===== config.mk =====
export PLATFORM = sky130hd
export DESIGN_NAME = i2cmsc_top
export DESIGN_NICKNAME = d
export VERILOG_FILES = /design/src/i2cmsc_top.v /design/src/i2cmsc_seq_engine.v
export VERILOG_INCLUDE_DIRS = /design/src
export SDC_FILE = /design/constraint.sdc
export NUM_CORES = 1
export LEC_CHECK = 0
export BUFFER_PORTS_ARGS = -buffer_cell sky130_fd_sc_hd__buf_2
export CAP_MARGIN = 20
export CORE_UTILIZATION = 55
export CTS_CLUSTER_DIAMETER = 150
export DETAILED_ROUTE_END_ITERATION = 16
export PLACE_DENSITY_LB_ADDON = 0.2
export RECOVER_POWER = 100
export SLEW_MARGIN = 10
export SYNTH_ARGS = -nofsm -noshare
export SYNTH_HDL_FRONTEND = slang
export SYNTH_HIERARCHICAL = 1
export SYNTH_SLANG_ARGS = --single-unit
export TNS_END_PERCENT = 1

===== constraint.sdc =====
create_clock -name i_sys_clk -period 3.02 [get_ports i_sys_clk]
set_clock_uncertainty 0.05 [all_clocks]
set_input_delay 0.604 -clock i_sys_clk [delete_from_list [all_inputs] [get_ports i_sys_clk]]
set_output_delay 0.604 -clock i_sys_clk [all_outputs]
set_load 0.1 [all_outputs]

===== src/i2cmsc_consts.vh =====
`ifndef I2CMSC_CONSTS_VH
`define I2CMSC_CONSTS_VH
// register byte addresses
`define I2CMSC_ADDR_CTRL 12'h000
`define I2CMSC_ADDR_BUF 12'h004
`define I2CMSC_ADDR_STAT 12'h008
`define I2CMSC_ADDR_DIV 12'h00c
// control register fields
`define I2CMSC_BIT_STOP 2
`define I2CMSC_BIT_RCV 3
`define I2CMSC_BIT_ACKSEQ 4
`define I2CMSC_BIT_ACKDATA 5
`define I2CMSC_BIT_MASTER 7
// status register fields
`define I2CMSC_BIT_IDLE 0
`define I2CMSC_BIT_BUSY 1
`define I2CMSC_BIT_RXFULL 2
`define I2CMSC_BIT_SCL 4
`define I2CMSC_BIT_SDA 5
// divider reset value and bits per byte
`define I2CMSC_DIV_RESET 16'h0004
`define I2CMSC_BYTE_BITS 4'h8
`endif


===== src/i2cmsc_top.v =====
`timescale 1ns/1ps
`include "i2cmsc_consts.vh"
// Behaviour
// [RULE_01] ack enable starts ack sequence
// [RULE_02] send ack data, clear when done
// [RULE_03] ack data 1 NACK, 0 ACK
// [RULE_04] enable bits read 0 when idle
// [RULE_05] bit 3 enables master receive
// [RULE_06] bit 2 generates STOP
// [RULE_07] stop enable self-clears after STOP
// [RULE_08] sets ignored while busy, never queued
// [RULE_09] buffer writes blocked while busy
// [RULE_10] software waits for idle first
// [RULE_11] receive enable clears after byte
module i2cmsc_top #(
	parameter DIV_W = 16
) (
	input wire i_sys_clk, // 125 MHz core clock
	input wire i_nrst, // sync reset, active low
	input wire i_psel, // apb select
	input wire i_penable, // apb enable
	input wire i_pwrite, // apb direction
	input wire [11:0] i_paddr, // apb byte address
	input wire [31:0] i_pwdata, // apb write data
	output wire o_pready, // apb ready
	output reg [31:0] o_prdata, // apb read data
	output wire o_pslverr, // apb error
	input wire i_scl_in, // clock line level
	input wire i_sda_in, // data line level
	output wire o_scl_out, // clock drive value
	output wire o_scl_oe_n, // clock drive enable, low drives
	output wire o_sda_out, // data drive value
	output wire o_sda_oe_n, // data drive enable, low drives
	output wire o_idle // port idle indication
);
	reg ack_sequence_enable_reg;
	reg ack_data_level_reg;
	reg receive_enable_ctl_reg;
	reg stop_generate_enable_reg;
	reg master_mode_reg;
	reg [7:0] serial_port_buffer_reg;
	reg rx_full_reg;
	reg [DIV_W-1:0] div_reg;
	reg [1:0] sda_sync_reg;
	reg [1:0] scl_sync_reg;
	reg start_reg;
	reg [1:0] cmd_reg;
	wire eng_done;
	wire [7:0] eng_rx;
	wire busy = ack_sequence_enable_reg | receive_enable_ctl_reg |
		stop_generate_enable_reg;
	wire wr = i_psel & i_penable & i_pwrite;
	wire known = (i_paddr == `I2CMSC_ADDR_CTRL) || (i_paddr == `I2CMSC_ADDR_BUF) ||
		(i_paddr == `I2CMSC_ADDR_STAT) || (i_paddr == `I2CMSC_ADDR_DIV);
	wire ctrl_wr = wr && (i_paddr == `I2CMSC_ADDR_CTRL);
	wire rd_buf = i_psel & i_penable & ~i_pwrite & (i_paddr == `I2CMSC_ADDR_BUF);
	// [RULE_08] requests only taken when idle
	// master bit comes from the same write, so one write can select master mode and launch
	wire ok = ctrl_wr & ~busy & i_pwdata[`I2CMSC_BIT_MASTER];
	wire set_ack = ok & i_pwdata[`I2CMSC_BIT_ACKSEQ];
	wire set_rcv = ok & ~set_ack & i_pwdata[`I2CMSC_BIT_RCV];
	wire set_stop = ok & ~set_ack & ~set_rcv & i_pwdata[`I2CMSC_BIT_STOP];
	assign o_pready = 1'b1;
	assign o_pslverr = i_psel & i_penable & ~known;
	assign o_scl_out = 1'b0;
	assign o_sda_out = 1'b0;
	assign o_idle = ~busy;
	always @(posedge i_sys_clk) begin
		if (!i_nrst) begin
			sda_sync_reg <= 2'h3;
			scl_sync_reg <= 2'h3;
		end else begin
			sda_sync_reg <= {sda_sync_reg[0], i_sda_in};
			scl_sync_reg <= {scl_sync_reg[0], i_scl_in};
		end
	end
	always @(posedge i_sys_clk) begin
		if (!i_nrst) begin
			ack_sequence_enable_reg <= 1'b0;
			ack_data_level_reg <= 1'b0;
			receive_enable_ctl_reg <= 1'b0;
			stop_generate_enable_reg <= 1'b0;
			master_mode_reg <= 1'b0;
			serial_port_buffer_reg <= 8'h00;
			rx_full_reg <= 1'b0;
			div_reg <= `I2CMSC_DIV_RESET;
			start_reg <= 1'b0;
			cmd_reg <= 2'h0;
		end else begin
			start_reg <= set_ack | set_rcv | set_stop;
			if (ctrl_wr) begin
				ack_data_level_reg <= i_pwdata[`I2CMSC_BIT_ACKDATA];
				if (!busy)
					master_mode_reg <= i_pwdata[`I2CMSC_BIT_MASTER];
			end
			if (wr && i_paddr == `I2CMSC_ADDR_DIV && !busy)
				div_reg <= i_pwdata[DIV_W-1:0];
			// [RULE_01] launch ack sequence
			if (set_ack) begin
				ack_sequence_enable_reg <= 1'b1;
				cmd_reg <= 2'h1;
			end
			// [RULE_05] enter receive mode
			if (set_rcv) begin
				receive_enable_ctl_reg <= 1'b1;
				cmd_reg <= 2'h2;
			end
			// [RULE_06] request stop condition
			if (set_stop) begin
				stop_generate_enable_reg <= 1'b1;
				cmd_reg <= 2'h3;
			end
			// [RULE_09] buffer write only when idle
			if (wr && i_paddr == `I2CMSC_ADDR_BUF && !busy)
				serial_port_buffer_reg <= i_pwdata[7:0];
			if (rd_buf)
				rx_full_reg <= 1'b0;
			if (eng_done) begin
				// [RULE_02] ack enable self-clears
				ack_sequence_enable_reg <= 1'b0;
				// [RULE_07] stop enable self-clears
				stop_generate_enable_reg <= 1'b0;
				// [RULE_11] byte stored, receive ends
				if (receive_enable_ctl_reg) begin
					receive_enable_ctl_reg <= 1'b0;
					serial_port_buffer_reg <= eng_rx;
					rx_full_reg <= 1'b1;
				end
			end
		end
	end
	always @(posedge i_sys_clk) begin
		if (!i_nrst) begin
			o_prdata <= 32'h00000000;
		end else begin
			o_prdata <= 32'h00000000;
			if (i_psel && !i_penable && !i_pwrite) begin
				if (i_paddr == `I2CMSC_ADDR_CTRL) begin
					// [RULE_04] enable bits read live state
					o_prdata[`I2CMSC_BIT_STOP] <= stop_generate_enable_reg;
					o_prdata[`I2CMSC_BIT_RCV] <= receive_enable_ctl_reg;
					o_prdata[`I2CMSC_BIT_ACKSEQ] <= ack_sequence_enable_reg;
					o_prdata[`I2CMSC_BIT_ACKDATA] <= ack_data_level_reg;
					o_prdata[`I2CMSC_BIT_MASTER] <= master_mode_reg;
				end else if (i_paddr == `I2CMSC_ADDR_BUF) begin
					o_prdata[7:0] <= serial_port_buffer_reg;
				end else if (i_paddr == `I2CMSC_ADDR_STAT) begin
					o_prdata[`I2CMSC_BIT_IDLE] <= ~busy;
					o_prdata[`I2CMSC_BIT_BUSY] <= busy;
					o_prdata[`I2CMSC_BIT_RXFULL] <= rx_full_reg;
					o_prdata[`I2CMSC_BIT_SCL] <= scl_sync_reg[1];
					o_prdata[`I2CMSC_BIT_SDA] <= sda_sync_reg[1];
				end else if (i_paddr == `I2CMSC_ADDR_DIV) begin
					o_prdata[DIV_W-1:0] <= div_reg;
				end
			end
		end
	end
	i2cmsc_seq_engine #(.DIV_W(DIV_W)) u_engine (
		.i_sys_clk(i_sys_clk),
		.i_nrst(i_nrst),
		.i_div(div_reg),
		.i_cmd(cmd_reg),
		.i_start(start_reg),
		.i_ack_level(ack_data_level_reg),
		.i_sda_in(sda_sync_reg[1]),
		.o_done(eng_done),
		.o_rx_byte(eng_rx),
		.o_scl_oe_n(o_scl_oe_n),
		.o_sda_oe_n(o_sda_oe_n)
	);
endmodule


===== src/i2cmsc_seq_engine.v =====
`timescale 1ns/1ps
`include "i2cmsc_consts.vh"
// bit-level engine: one quarter-phase per divider wrap, four quarters per bit
module i2cmsc_seq_engine #(
	parameter DIV_W = 16
) (
	input wire i_sys_clk, // core clock
	input wire i_nrst, // sync reset, active low
	input wire [DIV_W-1:0] i_div, // quarter-bit period in clocks, minus one
	input wire [1:0] i_cmd, // 1 ack, 2 receive, 3 stop
	input wire i_start, // one-cycle launch
	input wire i_ack_level, // level sent in ack slot
	input wire i_sda_in, // synchronised data line
	output reg o_done, // one-cycle completion pulse
	output reg [7:0] o_rx_byte, // received byte
	output reg o_scl_oe_n, // low pulls clock low
	output reg o_sda_oe_n // low pulls data low
);
	localparam ST_IDLE = 2'h0;
	localparam ST_RUN = 2'h1;
	reg [1:0] state_reg;
	reg [1:0] cmd_reg;
	reg [DIV_W-1:0] cnt_reg;
	reg [1:0] quarter_reg;
	reg [3:0] bits_reg;
	wire tick = (cnt_reg == {DIV_W{1'b0}});
	wire last_q = (quarter_reg == 2'h3);
	wire [3:0] nbits = (cmd_reg == 2'h2) ? `I2CMSC_BYTE_BITS : 4'h1;
	always @(posedge i_sys_clk) begin
		o_done <= 1'b0;
		if (!i_nrst) begin
			state_reg <= ST_IDLE;
			cmd_reg <= 2'h0;
			cnt_reg <= {DIV_W{1'b0}};
			quarter_reg <= 2'h0;
			bits_reg <= 4'h0;
			o_rx_byte <= 8'h00;
			o_scl_oe_n <= 1'b1;
			o_sda_oe_n <= 1'b1;
		end else begin
			case (state_reg)
			ST_IDLE: begin
				if (i_start) begin
					state_reg <= ST_RUN;
					cmd_reg <= i_cmd;
					cnt_reg <= i_div;
					quarter_reg <= 2'h0;
					bits_reg <= 4'h0;
					// clock held low while data is set up
					o_scl_oe_n <= 1'b0;
					// stop begins with data low
					o_sda_oe_n <= (i_cmd == 2'h3) ? 1'b0 : 1'b1;
				end
			end
			default: begin
				cnt_reg <= tick ? i_div : cnt_reg - 1'b1;
				if (tick) begin
					quarter_reg <= quarter_reg + 2'h1;
					case (quarter_reg)
					2'h0: begin
						// [RULE_03] ack slot level
						if (cmd_reg == 2'h1)
							o_sda_oe_n <= i_ack_level;
						else if (cmd_reg == 2'h2)
							o_sda_oe_n <= 1'b1;
					end
					2'h1: o_scl_oe_n <= 1'b1;
					2'h2: begin
						if (cmd_reg == 2'h2)
							o_rx_byte <= {o_rx_byte[6:0], i_sda_in};
						// [RULE_06] data rises while clock high
						if (cmd_reg == 2'h3)
							o_sda_oe_n <= 1'b1;
					end
					default: begin
						if (cmd_reg != 2'h3)
							o_scl_oe_n <= 1'b0;
						bits_reg <= bits_reg + 4'h1;
						if (bits_reg + 4'h1 == nbits) begin
							state_reg <= ST_IDLE;
							o_done <= 1'b1;
							if (cmd_reg == 2'h1)
								o_sda_oe_n <= 1'b1;
						end
					end
					endcase
				end
				if (tick && last_q && cmd_reg == 2'h3)
					o_scl_oe_n <= 1'b1;
			end
			endcase
		end
	end
endmodule


== Word-level counts from Yosys, hierarchy flattened ==
Index checks and enable logic that the tools add are counted.
Storage, ports and cells
  logic and storage cells: 166
  output and inout port bits: 39
  input port bits: 51
  bits in registers: 106
Operators by class
  equality and inequality tests: 18
  multiplexer cells: 53
  bitwise logic cells: 26
  $add $sub $neg: 3
  reduce and logical (&&, ||, !) cells: 41
Operators with widths (count)
  $mux 16: 4
  $mux 8: 4
  $eq 12x4->1 const B: 2
  $mux 2: 12
  $mux 4: 6
  $mux 1: 23
  $logic_not 16->1: 1
  $sub 16x1->16 const B: 1
  $and 1x1->1: 12
  $eq 12x3->1 const B: 1
  $logic_not 12->1: 1
  $reduce_and 4->1: 3
  $reduce_bool 4->1: 3
  $reduce_or 6->1: 2
  $eq 2x2->1 const B: 5
  $mux 10: 1
  $not 1->1: 10
  $logic_and 1x1->1: 9
  $reduce_and 2->1: 4
  $reduce_and 7->1: 1
  $ne 3x1->1 const B: 2
  $reduce_bool 3->1: 2
  $reduce_or 3->1: 2
  $add 4x1->4 const B: 1
  other kinds (16): 29

== Logic depth before layout (Yosys ltp) ==
Gate-level depths: netlist of run 1.
  depth in word-level cells: 13
  mapped depth: 8
  gate-level depth less buffers: 7

== By module ==
The synthesis of run 1 kept the hierarchy.
Modules (own cells, without submodules)
  i2cmsc_top: cells each 255, times used 1, area an instance 2344.7 µm², sequential area each 1061.0 µm²
  i2cmsc_seq_engine: cells each 257, times used 1, area an instance 2234.6 µm², sequential area each 720.7 µm²

== Least setup slack after synthesis of run 1 ==
OpenSTA, ideal clock, no wires.
  path type: input-to-output
  start point: in i_paddr[11]
  end point: out o_pslverr
  setup slack: 0.004 ns
  arrival time: 2.362 ns
  required time: 2.366 ns
  stages on the path: 2
  path through: nor2_1 -> a31oi_1
On the way
  cells in the longest elaborated chain, start to end: 6
RTL lines
  start, declared: line i2cmsc_top.v:23  | input wire [11:0] i_paddr,
  $eq 12x3->1 (no line) or $logic_not 12->1 (tied branches)
  $logic_or 1x1->1 (2 in series): line i2cmsc_top.v:53  | wire known = (i_paddr == `I2CMSC_ADDR_CTRL) || (i_paddr == `I2CMSC_ADDR_BUF) ||
  $logic_or 1x1->1 *: line i2cmsc_top.v:53
  $not 1->1 *: line i2cmsc_top.v:64  | assign o_pslverr = i_psel & i_penable & ~known;
  $and 1x1->1 *: line i2cmsc_top.v:64
  end, declared: line i2cmsc_top.v:27  | output wire o_pslverr,
Mark *: on every way between the ends. The rest lies on a longest branch, timed or not.

== Worst setup path in the final report of run 1 ==
  start point: reg u_engine.cnt_reg[0]
  end point: reg u_engine.o_rx_byte[0]
On the way
  cells in the longest elaborated chain, start to end: 2
RTL lines
  start, declared: line i2cmsc_seq_engine.v:23  | reg [DIV_W-1:0] cnt_reg;
  start signal, assigned: line i2cmsc_seq_engine.v:34  | cnt_reg <= {DIV_W{1'b0}};
  start signal, assigned: line i2cmsc_seq_engine.v:46  | cnt_reg <= i_div;
  start signal, assigned: line i2cmsc_seq_engine.v:56  | cnt_reg <= tick ? i_div : cnt_reg - 1'b1;
  $logic_not 16->1: line i2cmsc_seq_engine.v:26  | wire tick = (cnt_reg == {DIV_W{1'b0}});
  $reduce_and 4->1 (no line)
  end signal, assigned: line i2cmsc_seq_engine.v:70  | o_rx_byte <= {o_rx_byte[6:0], i_sda_in};
  end, declared: line i2cmsc_seq_engine.v:15  | output reg [7:0] o_rx_byte,
No other way between the ends.
A chain may end at the register's enable or synchronous reset.

==> metrics.md, run 1 <==
| Metric | Value |
|---|---|
| Outcome | finished clean |
| Final cycle utilization of the critical path | about 87% |
| Max-cap violations | 0 |
| Skew-Pair Late Insertion Delay | between 300 and 400 ps |
| Area occupied by registers | roughly 1800 sq um |
| Deepest clock path buffer count | 2 |
| List of cells traversed by the critical path | inv_1 > ha_1 > or4b_1 > nor3_2 > nand4_1 > mux2i_1 > nor2_1 |
| Final WL | between 10 and 15 mm |
| Number of buffers inserted during clock tree synthesis | 9 |
| Share of the synthesized area in the top cell type | approximately two fifths |
| Startpoint-to-endpoint class of the critical path | register to register |
| Num rows | 32 |
| Critical path startpoint category | register |
| Endpoint, Worst Hold | scl_sync_reg[0] |
| First-pass GRT wire length | roughly 18 mm |
| Setup bufs post-CTS | 0 |
| Switching power | 0.6410 mW |
| Post-Syn Area per Cell | just under 9 sq um |
| Highest-count cells in the layout ignoring fill and taps | dfxtp_1 (89), nand2_1 (47), mux2i_1 (38) |
| Number of library cell types mapped by synthesis | 67 |
| Leading cell type in the layout, fill and taps excluded | dfxtp_1 |
| Standby leakage power | approximately 2.0 nW |
| Final routed wire length divided by cell count | around 16 um |
| HPWL after DPL | 7.704 mm |
| Total negative setup slack | 0 ps |
| Post-CTS Hold Buffers | 0 |
| Antenna violations before repair | 0 |
| Switching share of power | 29.61% |
| Post-synthesis sequential element count | 89 |
| Via count | about 3,900 |
| Pin count of the biggest net entering global routing | 67 |
| Largest area contributor in the synthesized netlist | dfxtp_1 |
| Number of cells on the worst hold path | 2 |
| Number of antenna repair diodes | 0 |
| PostCTS Resize Cnt | 0 |
| Worst setup timing slack at the placement stage | roughly 600 ps |
| Cell depth of the worst flop-to-flop path | 7 |
| Number of filler instances in the final layout | a little under 700 |
| Worst Slack Setup Final | about 400 ps |
| Effective utilization at floorplan | around three fifths |
| Critical R2R Capture | u_engine/o_rx_byte[0] |
| Top cells by area in the synthesized netlist | dfxtp_1 (39%), mux2i_1 (8.3%), nand2_1 (3.9%) |
| Sinks on Clock Net | a little under 90 |
| Buffer and inverter count on the worst path | 1 |
| Width of the chip | between 90 and 100 um |
| Maximum level of the CTS H-tree | 3 |
| Number of iterations in the first detailed-routing pass | 4 |
| Root buffer cell | clkbuf_8 |
| Sequential share of power | a little over half |
| Seq/Total Area, Yosys | roughly two fifths |
| GR Overflow Total | 0 |
| Worst max-slew margin expressed relative to the limit | approximately 18% |
| Initial DRC count | around 270 |
| Via density per instance | a little under 6 |
| Total power | 2.165 mW |
| Final hold vios | 0 |
| Routability-driven placement congestion ratio | 0.9229 |
| Total setup violations reported at the end of the flow | 0 |
| Cell family with the largest share of critical-path delay | simple AND/OR/NAND/NOR gates |
| Power Dens Cells | around 430 nW/um^2 |
| Standard cell core area | 7888 sq um |
| Combined global-route utilization of all metal layers | between 20% and 30% |
| Unrepaired setup endpoints after global routing | no |
| CTS tree | built |
| Peak fanout along the critical path | 8 |
| EDFF count, synth | 0 |
| Layout overhead on the synthesized area | 8.852% |
| Worst supply voltage drop on vdd | 248.9 uV |
| Number of max-slew violations in the final report | 0 |
| Internal Dissipation | ~1.5 mW |
| Fraction of registers with async set or reset after synthesis | 0% |
| Die Y-Extent | around 93 um |
| Time the worst path needs with I/O delays and setup | 2620 ps |
| Synthesized netlist cell count | approximately 500 |
| Combined area of the multi-input logic cells | about 2500 sq um |
| Count of non-filler cells in the finished layout | ~670 |
| Achievable Freq | ~0.38 GHz |
| Port Buffers | 54 |
| Number of global-route vias before repair | between 3,000 and 4,000 |
| CP Capture Type | register |
| Combined area of all synthesized cells | around 4600 sq um |
| Hold wc startpoint | i_scl_in |
| Worst reg2reg path startpoint | u_engine/cnt_reg[0] |
| Boundary Pins | 90 |
| Delay of the slowest cell on the worst path | ~600 ps |
| Nets | roughly 620 |
| Combinational group share of total power | about a tenth |
| Path class of the lowest-slack min-delay path | input pin to register |
| Top flip-flop cell by instance count after synthesis | dfxtp_1 |
| Die area | between 8000 and 9000 sq um |
| Antenna-violating nets left | 0 |
| Total instance count after detailed placement | 650 |
| Data arrival, critical path | 2820 ps |
| DRC violations left | 0 |
| Flop2flop setup slack | approximately 400 ps |
| Crit path max-delay cell type | or4b_1 |
| Syn. warnings | 6 |
| Share of cells above drive strength 1 | around an eighth |
| Worst path required time | around 3200 ps |
| Share of total power in the clock network | between 30% and 40% |
| Transition time of the tightest slew-check pin | about 1200 ps |
| Register clock-pin slew on the reported worst setup and hold paths | 100 ps |
-- cell type report --
cell class                      count  area share (%)
Multi-Input combinational cell    380           50.50
Sequential cell                    89           35.74
Timing Repair Buffer               64           6.225
Tap cell                          102           2.560
Clock buffer                        9           2.485
Clock inverter                      7           1.280
Inverter                           16           1.205
-- cells in the mapped netlist (3+ instances only) --
cell type,count
buf_1,3
nand4_1,6
and3_1,3
nand2_1,47
dfxtp_1,89
o2111ai_1,3
buf_4,20
o21ai_0,23
or4_1,4
nor4_1,9
clkbuf_1,18
nor2_1,37
o21ai_1,3
nor2b_1,7
o31ai_1,10
a21oi_1,22
a211oi_1,5
nor4_4,3
nor3b_1,4
a221oi_1,3
nor3_2,3
and3b_1,3
o21a_1,7
inv_1,15
nand3_1,17
and2_1,11
ha_1,11
nand2b_1,5
o211ai_1,3
nor3_1,14
and4_1,3
buf_6,3
mux2i_1,38
a31oi_1,17
-- worst max-delay path by stage --
stage                              startpoint                    end  slack (ps)  cells past startpoint
after floorplan                   i_paddr[11]              o_pslverr           4                      2
after global placement    u_engine/cnt_reg[0]    u_engine/cnt_reg[7]         670                      8
after detailed placement  u_engine/cnt_reg[0]    u_engine/cnt_reg[2]         610                      8
after CTS                 u_engine/cnt_reg[0]    u_engine/cnt_reg[7]         570                      8
after global routing      u_engine/cnt_reg[0]  u_engine/o_rx_byte[4]         200                      7
final                     u_engine/cnt_reg[0]  u_engine/o_rx_byte[0]         400                      7
-- metrics by stage --
| stage | utilization [%] | instance area, sq um | hold slack (ps) |
|---|---|---|---|
| 2_1_floorplan | - | 4643 | 336.3 |
| 3_5_place_dp | 61.44 | 4846 | 344.0 |
| 6_report | 63.20 | 4985 | 364.6 |
| 5_1_grt | 63.20 | 4985 | 351.6 |
| 3_3_place_gp | 61.44 | 4846 | 338.9 |
| 4_1_cts | 63.82 | 5034 | 357.1 |
-- routing by layer --
metal | routed length [um] | track usage, % | part of all wire [%] | up-vias
li1 | - | - | - | 1936
met1 | 4759 | 33.37 | 44 | 1855
met2 | 5059 | 42.71 | 47 | 133
met3 | 686 | 4.959 | 6.4 | 24
met4 | 283 | 12.18 | 2.6 | 0
met5 | 0 | 0 | 0 | -
-- logic make-up (layout without fill, tap and decap cells) --
family	after synthesis	in the layout	share of synthesized area [%]
muxes	42	42	9.781
and+or+nand+nor	189	189	23.25
buffers and inverters	60	96	7.049
xor gates and xnor gates	4	4	0.7652
adders and majority gates	11	11	3.005
AOI/OAI and AO/OA	115	115	17.08
other	2	19	0.1640
DFF	89	89	38.91
-- power groups by stage --
stage	Sequential [mW]	Combinational, mW	Clock (mW)
after floorplan	1.20	0.175	0
after global placement	1.20	0.202	0
after detailed placement	1.20	0.204	0
after CTS	1.18	0.204	0.800
after global routing	1.18	0.215	0.854
final	1.18	0.205	0.784
Power figures use the tool's default switching activity.
==> inputs of run 2 (changes only) <==
--- a/config.mk
+++ b/config.mk
@@ -13,6 +13,7 @@
 export DETAILED_ROUTE_END_ITERATION = 16
 export PLACE_DENSITY_LB_ADDON = 0.2
 export RECOVER_POWER = 100
+export REMOVE_ABC_BUFFERS = 1
 export SLEW_MARGIN = 10
 export SYNTH_ARGS = -nofsm -noshare
 export SYNTH_HDL_FRONTEND = slang
==> metrics.md, run 2 (synthesis results as in run 1) <==
| Metric | Value |
|---|---|
| Outcome | finished clean |
| CP Capture Type | output pin |
| Peak fanout along the critical path | 6 (-2) |
| Deepest clock path buffer count | 2 (unchanged) |
| Num rows | 32 (unchanged) |
| Width of the chip | 93.25 um (unchanged) |
| Number of antenna repair diodes | 0 (unchanged) |
| Combined area of the multi-input logic cells | 2509 sq um (-0.35%) |
| Time the worst path needs with I/O delays and setup | 2728 ps (+108.2 ps) |
| Post-route core utilization | 64.09% (+0.89 points) |
| Standard cell core area | 7888 sq um (unchanged) |
| Skew-Pair Late Insertion Delay | 360 ps (about the same) |
| Critical path startpoint category | input pin |
| Number of max-slew violations in the final report | 0 (unchanged) |
| Register clock-pin slew on the reported worst setup and hold paths | 90 ps (about the same) |
| Total length of routed met2 wires | 5.119 mm (+1.2%) |
| Effective utilization at floorplan | 58.06% (unchanged) |
| Final cycle utilization of the critical path | 90.35% (+3.6 points) |
| Post-CTS Hold Buffers | 0 (unchanged) |
| Data arrival, critical path | 2070 ps (-750 ps) |
| First-pass GRT wire length | 17.62 mm (-0.55%) |
| Hold wc startpoint | sda_sync_reg[0] |
| Final hold vios | 0 (unchanged) |
| Final WL | 10.50 mm (-2.7%) |
| GR Overflow Total | 0 (unchanged) |
| Share of cells above drive strength 1 | 13.45% (+0.18 points) |
| Via density per instance | 6.009 (+1.5%) |
| Number of global-route vias before repair | 3,683 (-0.19%) |
| Unrepaired setup endpoints after global routing | no |
| Sinks on Clock Net | 89 (unchanged) |
| Pin count of the biggest net entering global routing | 67 (unchanged) |
| Leading cell type in the layout, fill and taps excluded | dfxtp_1 |
| Root buffer cell | clkbuf_8 |
| Via count | 4,008 (+1.5%) |
| CTS tree | built |
| Number of buffers inserted during clock tree synthesis | 9 (unchanged) |
| Worst supply voltage drop on vdd | 369.5 uV (+48%) |
| Path class of the lowest-slack min-delay path | register to register |
| Nets | 622 (unchanged) |
| CP Launch Point | i_paddr[7] |
| Combined global-route utilization of all metal layers | 25.63% (-0.55 points) |
| DRC violations left | 0 (unchanged) |
| Setup bufs post-CTS | 0 (unchanged) |
| Boundary Pins | 90 (unchanged) |
| Detailed-routing wirelength on met1 | 4.548 mm (-4.4%) |
| Worst setup timing slack at the placement stage | 530.2 ps (-75.45 ps) |
| Worst max-slew margin expressed relative to the limit | 20.19% (+2.5 points) |
| Maximum level of the CTS H-tree | 3 (unchanged) |
| Worst path required time | 2370 ps (-850 ps) |
| Power Dens Cells | 470.7 nW/um^2 (+8.4%) |
| HPWL after DPL | 7.368 mm (-4.4%) |
| Max layer used | met4 |
| Highest-count cells in the layout ignoring fill and taps | dfxtp_1 (89), nand2_1 (47), mux2i_1 (38) |
| Area occupied by registers | 1782 sq um (unchanged) |
| Startpoint-to-endpoint class of the critical path | input pin to output pin |
| Final routed wire length divided by cell count | 15.74 um (-2.7%) |
| Achievable Freq | 0.3665 GHz (-4.0%) |
| Routability-driven placement congestion ratio | 0.8372 (-9.3%) |
| Standby leakage power | 2.013 nW (+0.77%) |
| Antenna violations before repair | 0 (unchanged) |
| Layout overhead on the synthesized area | 10.38% |
| Worst Slack Setup Final | 291.5 ps (-108.2 ps) |
| Met3 routed WL | 617 um (-10%) |
| Die area | 8695 sq um (unchanged) |
| PostCTS Resize Cnt | 0 (unchanged) |
| Die Y-Extent | 93.25 um (unchanged) |
| Antenna-violating nets left | 0 (unchanged) |
| Total negative setup slack | 0 ps (unchanged) |
| Number of filler instances in the final layout | 696 (+2.4%) |
| Initial DRC count | 276 (+4.2%) |
| Transition time of the tightest slew-check pin | 1197 ps (-38.05 ps) |
| Number of iterations in the first detailed-routing pass | 6 (+2) |
| Total power | 2.379 mW (+9.9%) |
| Max-cap violations | 0 (unchanged) |
| Total setup violations reported at the end of the flow | 0 (unchanged) |
| Worst reg2reg path startpoint | u_engine/cnt_reg[0] |
| Port Buffers | 54 (unchanged) |
## run 2: layout make-up
| type | instances | area share (%) |
|---|---|---|
| Timing Repair Buffer | 64 | 6.460 |
| Clock buffer | 9 | 2.450 |
| Clock inverter | 7 | 2.500 |
| Inverter | 16 | 1.188 |
| Tap cell | 102 | 2.525 |
| Sequential cell | 89 | 35.25 |
| Multi-Input combinational cell | 380 | 49.63 |
## run 2: worst paths after layout
| path | to | slack (ps) | cells after the start |
|---|---|---|---|
| max | o_pslverr | 290 | 4 |
| min | sda_sync_reg[1] | 370 | 1 |
| max reg2reg | u_engine/cnt_reg[7] | 340 | 8 |
| min reg2reg | sda_sync_reg[1] | 370 | 1 |
## run 2: report_power, final
part           leakage, nW  internal, mW  total (mW)  switching (mW)
combinational         1.17        0.0340       0.200           0.166
clock                0.122         0.560        1.00           0.444
sequential           0.718          1.17        1.18        0.000861
total                 2.01          1.77        2.38           0.611
## run 2: routing by layer
metal | GRT usage [%] | up-vias
li1 | - | 1927
met4 | 8.846 | 0
met5 | 0 | -
met2 | 44.79 | 165
met3 | 4.634 | 21
met1 | 31.54 | 1895
## run 2: stage by stage
| step | hold slack (ps) | area [sq um] | cells |
|---|---|---|---|
| floorplan | 336.3 | 4380 | 485 |
| CTS | 362.9 | 5109 | 666 |
| finish | 366.6 | 5055 | 667 |
| global route | 355.9 | 5055 | 667 |
| detailed placement | 342.5 | 4858 | 650 |
| global placement | 339.6 | 4858 | 650 |
## run 2: critical path, cell delays in order
cell and delay (ps):
buf_2 100, nor4_1 850, a31oi_1 180, buf_2 330
==> inputs of run 3 (changes only) <==
==> constraint.sdc (replaced) <==
create_clock -name i_sys_clk -period 3.02 [get_ports i_sys_clk]
set_clock_uncertainty 0.05 [all_clocks]
set_input_delay 0.604 -clock i_sys_clk [delete_from_list [all_inputs] [get_ports i_sys_clk]]
set_output_delay 0.604 -clock i_sys_clk [all_outputs]
set_load 0.01 [all_outputs]
==> metrics.md, run 3 (synthesis results as in run 1) <==
| Metric | Value |
|---|---|
| Max-cap violations | 0 (unchanged) |
| Pin count of the biggest net entering global routing | 67 (unchanged) |
| Switching power | 0.5491 mW (-10%) |
| Standard cell core area | 7888 sq um (unchanged) |
| List of cells traversed by the critical path | buf_2 > nor4_1 > nand3_2 > nor3_2 > buf_12 > mux2i_1 |
| Switching share of power | 26.37% (+0.69 points) |
| Die Y-Extent | 93.25 um (unchanged) |
| Hold wc startpoint | i_sda_in |
| DRC violations left | 0 (unchanged) |
| Routability-driven placement congestion ratio | 0.8527 (+1.9%) |
| Cell family with the largest share of critical-path delay | simple AND/OR/NAND/NOR gates |
| Share of cells above drive strength 1 | 13.10% (-0.35 points) |
| Delay of the slowest cell on the worst path | 830 ps (-20 ps) |
| Sinks on Clock Net | 89 (unchanged) |
| Count of non-filler cells in the finished layout | 667 (unchanged) |
| Initial DRC count | 238 (-14%) |
| Crit path max-delay cell type | nor4_1 |
| Number of iterations in the first detailed-routing pass | 5 (-1) |
| Final cycle utilization of the critical path | 87.55% (-2.8 points) |
| Final WL | 10.43 mm (-0.62%) |
| Nets | 622 (unchanged) |
| Number of antenna repair diodes | 0 (unchanged) |
| Number of buffers inserted during clock tree synthesis | 9 (unchanged) |
| Transition time of the tightest slew-check pin | 1242 ps (+44.64 ps) |
| HPWL after DPL | 7.365 mm (about the same) |
| Port Buffers | 54 (unchanged) |
| Maximum level of the CTS H-tree | 3 (unchanged) |
| Critical path startpoint category | input pin |
| CP Capture Type | register |
| Highest-count cells in the layout ignoring fill and taps | dfxtp_1 (89), nand2_1 (47), mux2i_1 (38) |
| Sequential share of power | 56.5% (+7.1 points) |
| Internal Dissipation | 1.533 mW (-13%) |
| Root buffer cell | clkbuf_8 |
| Worst supply voltage drop on vdd | 265.8 uV (-28%) |
| Effective utilization at floorplan | 58.06% (unchanged) |
| Path class of the lowest-slack min-delay path | input pin to register |
| Via count | 3,898 (-2.7%) |
| Number of filler instances in the final layout | 719 (+3.3%) |
| Total negative setup slack | 0 ps (unchanged) |
| Data arrival, critical path | 2900 ps (+830 ps) |
| Leading cell type in the layout, fill and taps excluded | dfxtp_1 |
| Layout overhead on the synthesized area | 8.771% |
| Final routed wire length divided by cell count | 15.64 um (-0.62%) |
| Post-CTS Hold Buffers | 0 (unchanged) |
| Worst max-slew margin expressed relative to the limit | 17.21% (-3.0 points) |
| Power Dens Cells | 418.1 nW/um^2 (-11%) |
| Peak fanout along the critical path | 10 (+4) |
| Deepest clock path buffer count | 2 (unchanged) |
| Unrepaired setup endpoints after global routing | no |
| Via density per instance | 5.844 (-2.7%) |
| Buffer and inverter count on the worst path | 2 (unchanged) |
| Width of the chip | 93.25 um (unchanged) |
| Combinational group share of total power | 4.9% (-3.5 points) |
| Register clock-pin slew on the reported worst setup and hold paths | 100 ps (about the same) |
| PostCTS Resize Cnt | 0 (unchanged) |
| Total setup violations reported at the end of the flow | 0 (unchanged) |
| Final hold vios | 0 (unchanged) |
| Antenna-violating nets left | 0 (unchanged) |
| Number of global-route vias before repair | 3,641 (-1.1%) |
| Share of total power in the clock network | 38.6% (-3.6 points) |
| CP Launch Point | i_paddr[7] |
| First-pass GRT wire length | 17.35 mm (-1.5%) |
| Num rows | 32 (unchanged) |
| Die area | 8695 sq um (unchanged) |
| Setup bufs post-CTS | 0 (unchanged) |
| Worst path required time | 3270 ps (+900 ps) |
| GR Overflow Total | 0 (unchanged) |
| Combined global-route utilization of all metal layers | 25.43% (-0.20 points) |
| Antenna violations before repair | 0 (unchanged) |
| Standby leakage power | 1.976 nW (-1.8%) |
| Number of max-slew violations in the final report | 0 (unchanged) |
| Total instance count after detailed placement | 650 (unchanged) |
| CTS tree | built |
| Achievable Freq | 0.3782 GHz (+3.2%) |
| Skew-Pair Late Insertion Delay | 370 ps (about the same) |
| Post-route core utilization | 63.15% (-0.94 points) |
| Startpoint-to-endpoint class of the critical path | input pin to register |
| Worst reg2reg path startpoint | u_engine/cnt_reg[0] |
| Boundary Pins | 90 (unchanged) |
| Outcome | finished clean |
| Time the worst path needs with I/O delays and setup | 2644 ps (-84.43 ps) |
## run 3: stage by stage
stage	power [mW]	area, sq um	setup WS [ps]	hold slack [ps]
after floorplan	1.247	4380	592.4	336.3
after global placement	1.307	4858	587.6	341.2
after detailed placement	1.309	4858	549.0	341.4
after CTS	2.102	5056	530.6	341.0
after global routing	2.156	4981	142.7	341.7
final	2.082	4981	376.0	351.2
## run 3: final timing paths
check             cells after the start             endpoint  slack [ps]
hold / removal                        2      sda_sync_reg[0]         350
setup / recovery                      6          div_reg[12]         380
hold reg to reg                       1      sda_sync_reg[1]         370
setup reg to reg                      8  u_engine/cnt_reg[2]         380
## run 3: layout make-up
type,instances,area (sq um),share of cell area [%]
Clock buffer,9,123.9,2.487
Multi-Input combinational cell,380,2492,50.04
Tap cell,102,127.6,2.562
Inverter,16,60.06,1.206
Sequential cell,89,1782,35.77
Timing Repair Buffer,64,321.6,6.456
Clock inverter,7,73.82,1.482
## run 3: worst reg2reg max path: cells and delay by family, from the launching register on
family | cells | cell delay [ps]
AOI/OAI and AO/OA | 3 | 910
adders and majority gates | 1 | 180
buffers and inverters | 2 | 400
DFF | 1 | 350
and+or+nand+nor | 2 | 630
## run 3: per-layer routing
metal / routed length [um] / track usage, % / vias to the layer above
met3: 539 / 5.610 / 21
met5: 0 / 0 / -
met1: 4604 / 31.35 / 1812
li1: - / - / 1935
met4: 205 / 8.590 / 0
met2: 5086 / 43.69 / 130
## run 3: power by group through the flow
stage                     logic (mW)  registers (mW)  clock network, mW
after floorplan               0.0445            1.20                  0
after global placement         0.104            1.20                  0
after detailed placement       0.105            1.20                  0
after CTS                      0.105            1.18              0.821
after global routing           0.114            1.18              0.865
final                          0.103            1.18              0.804
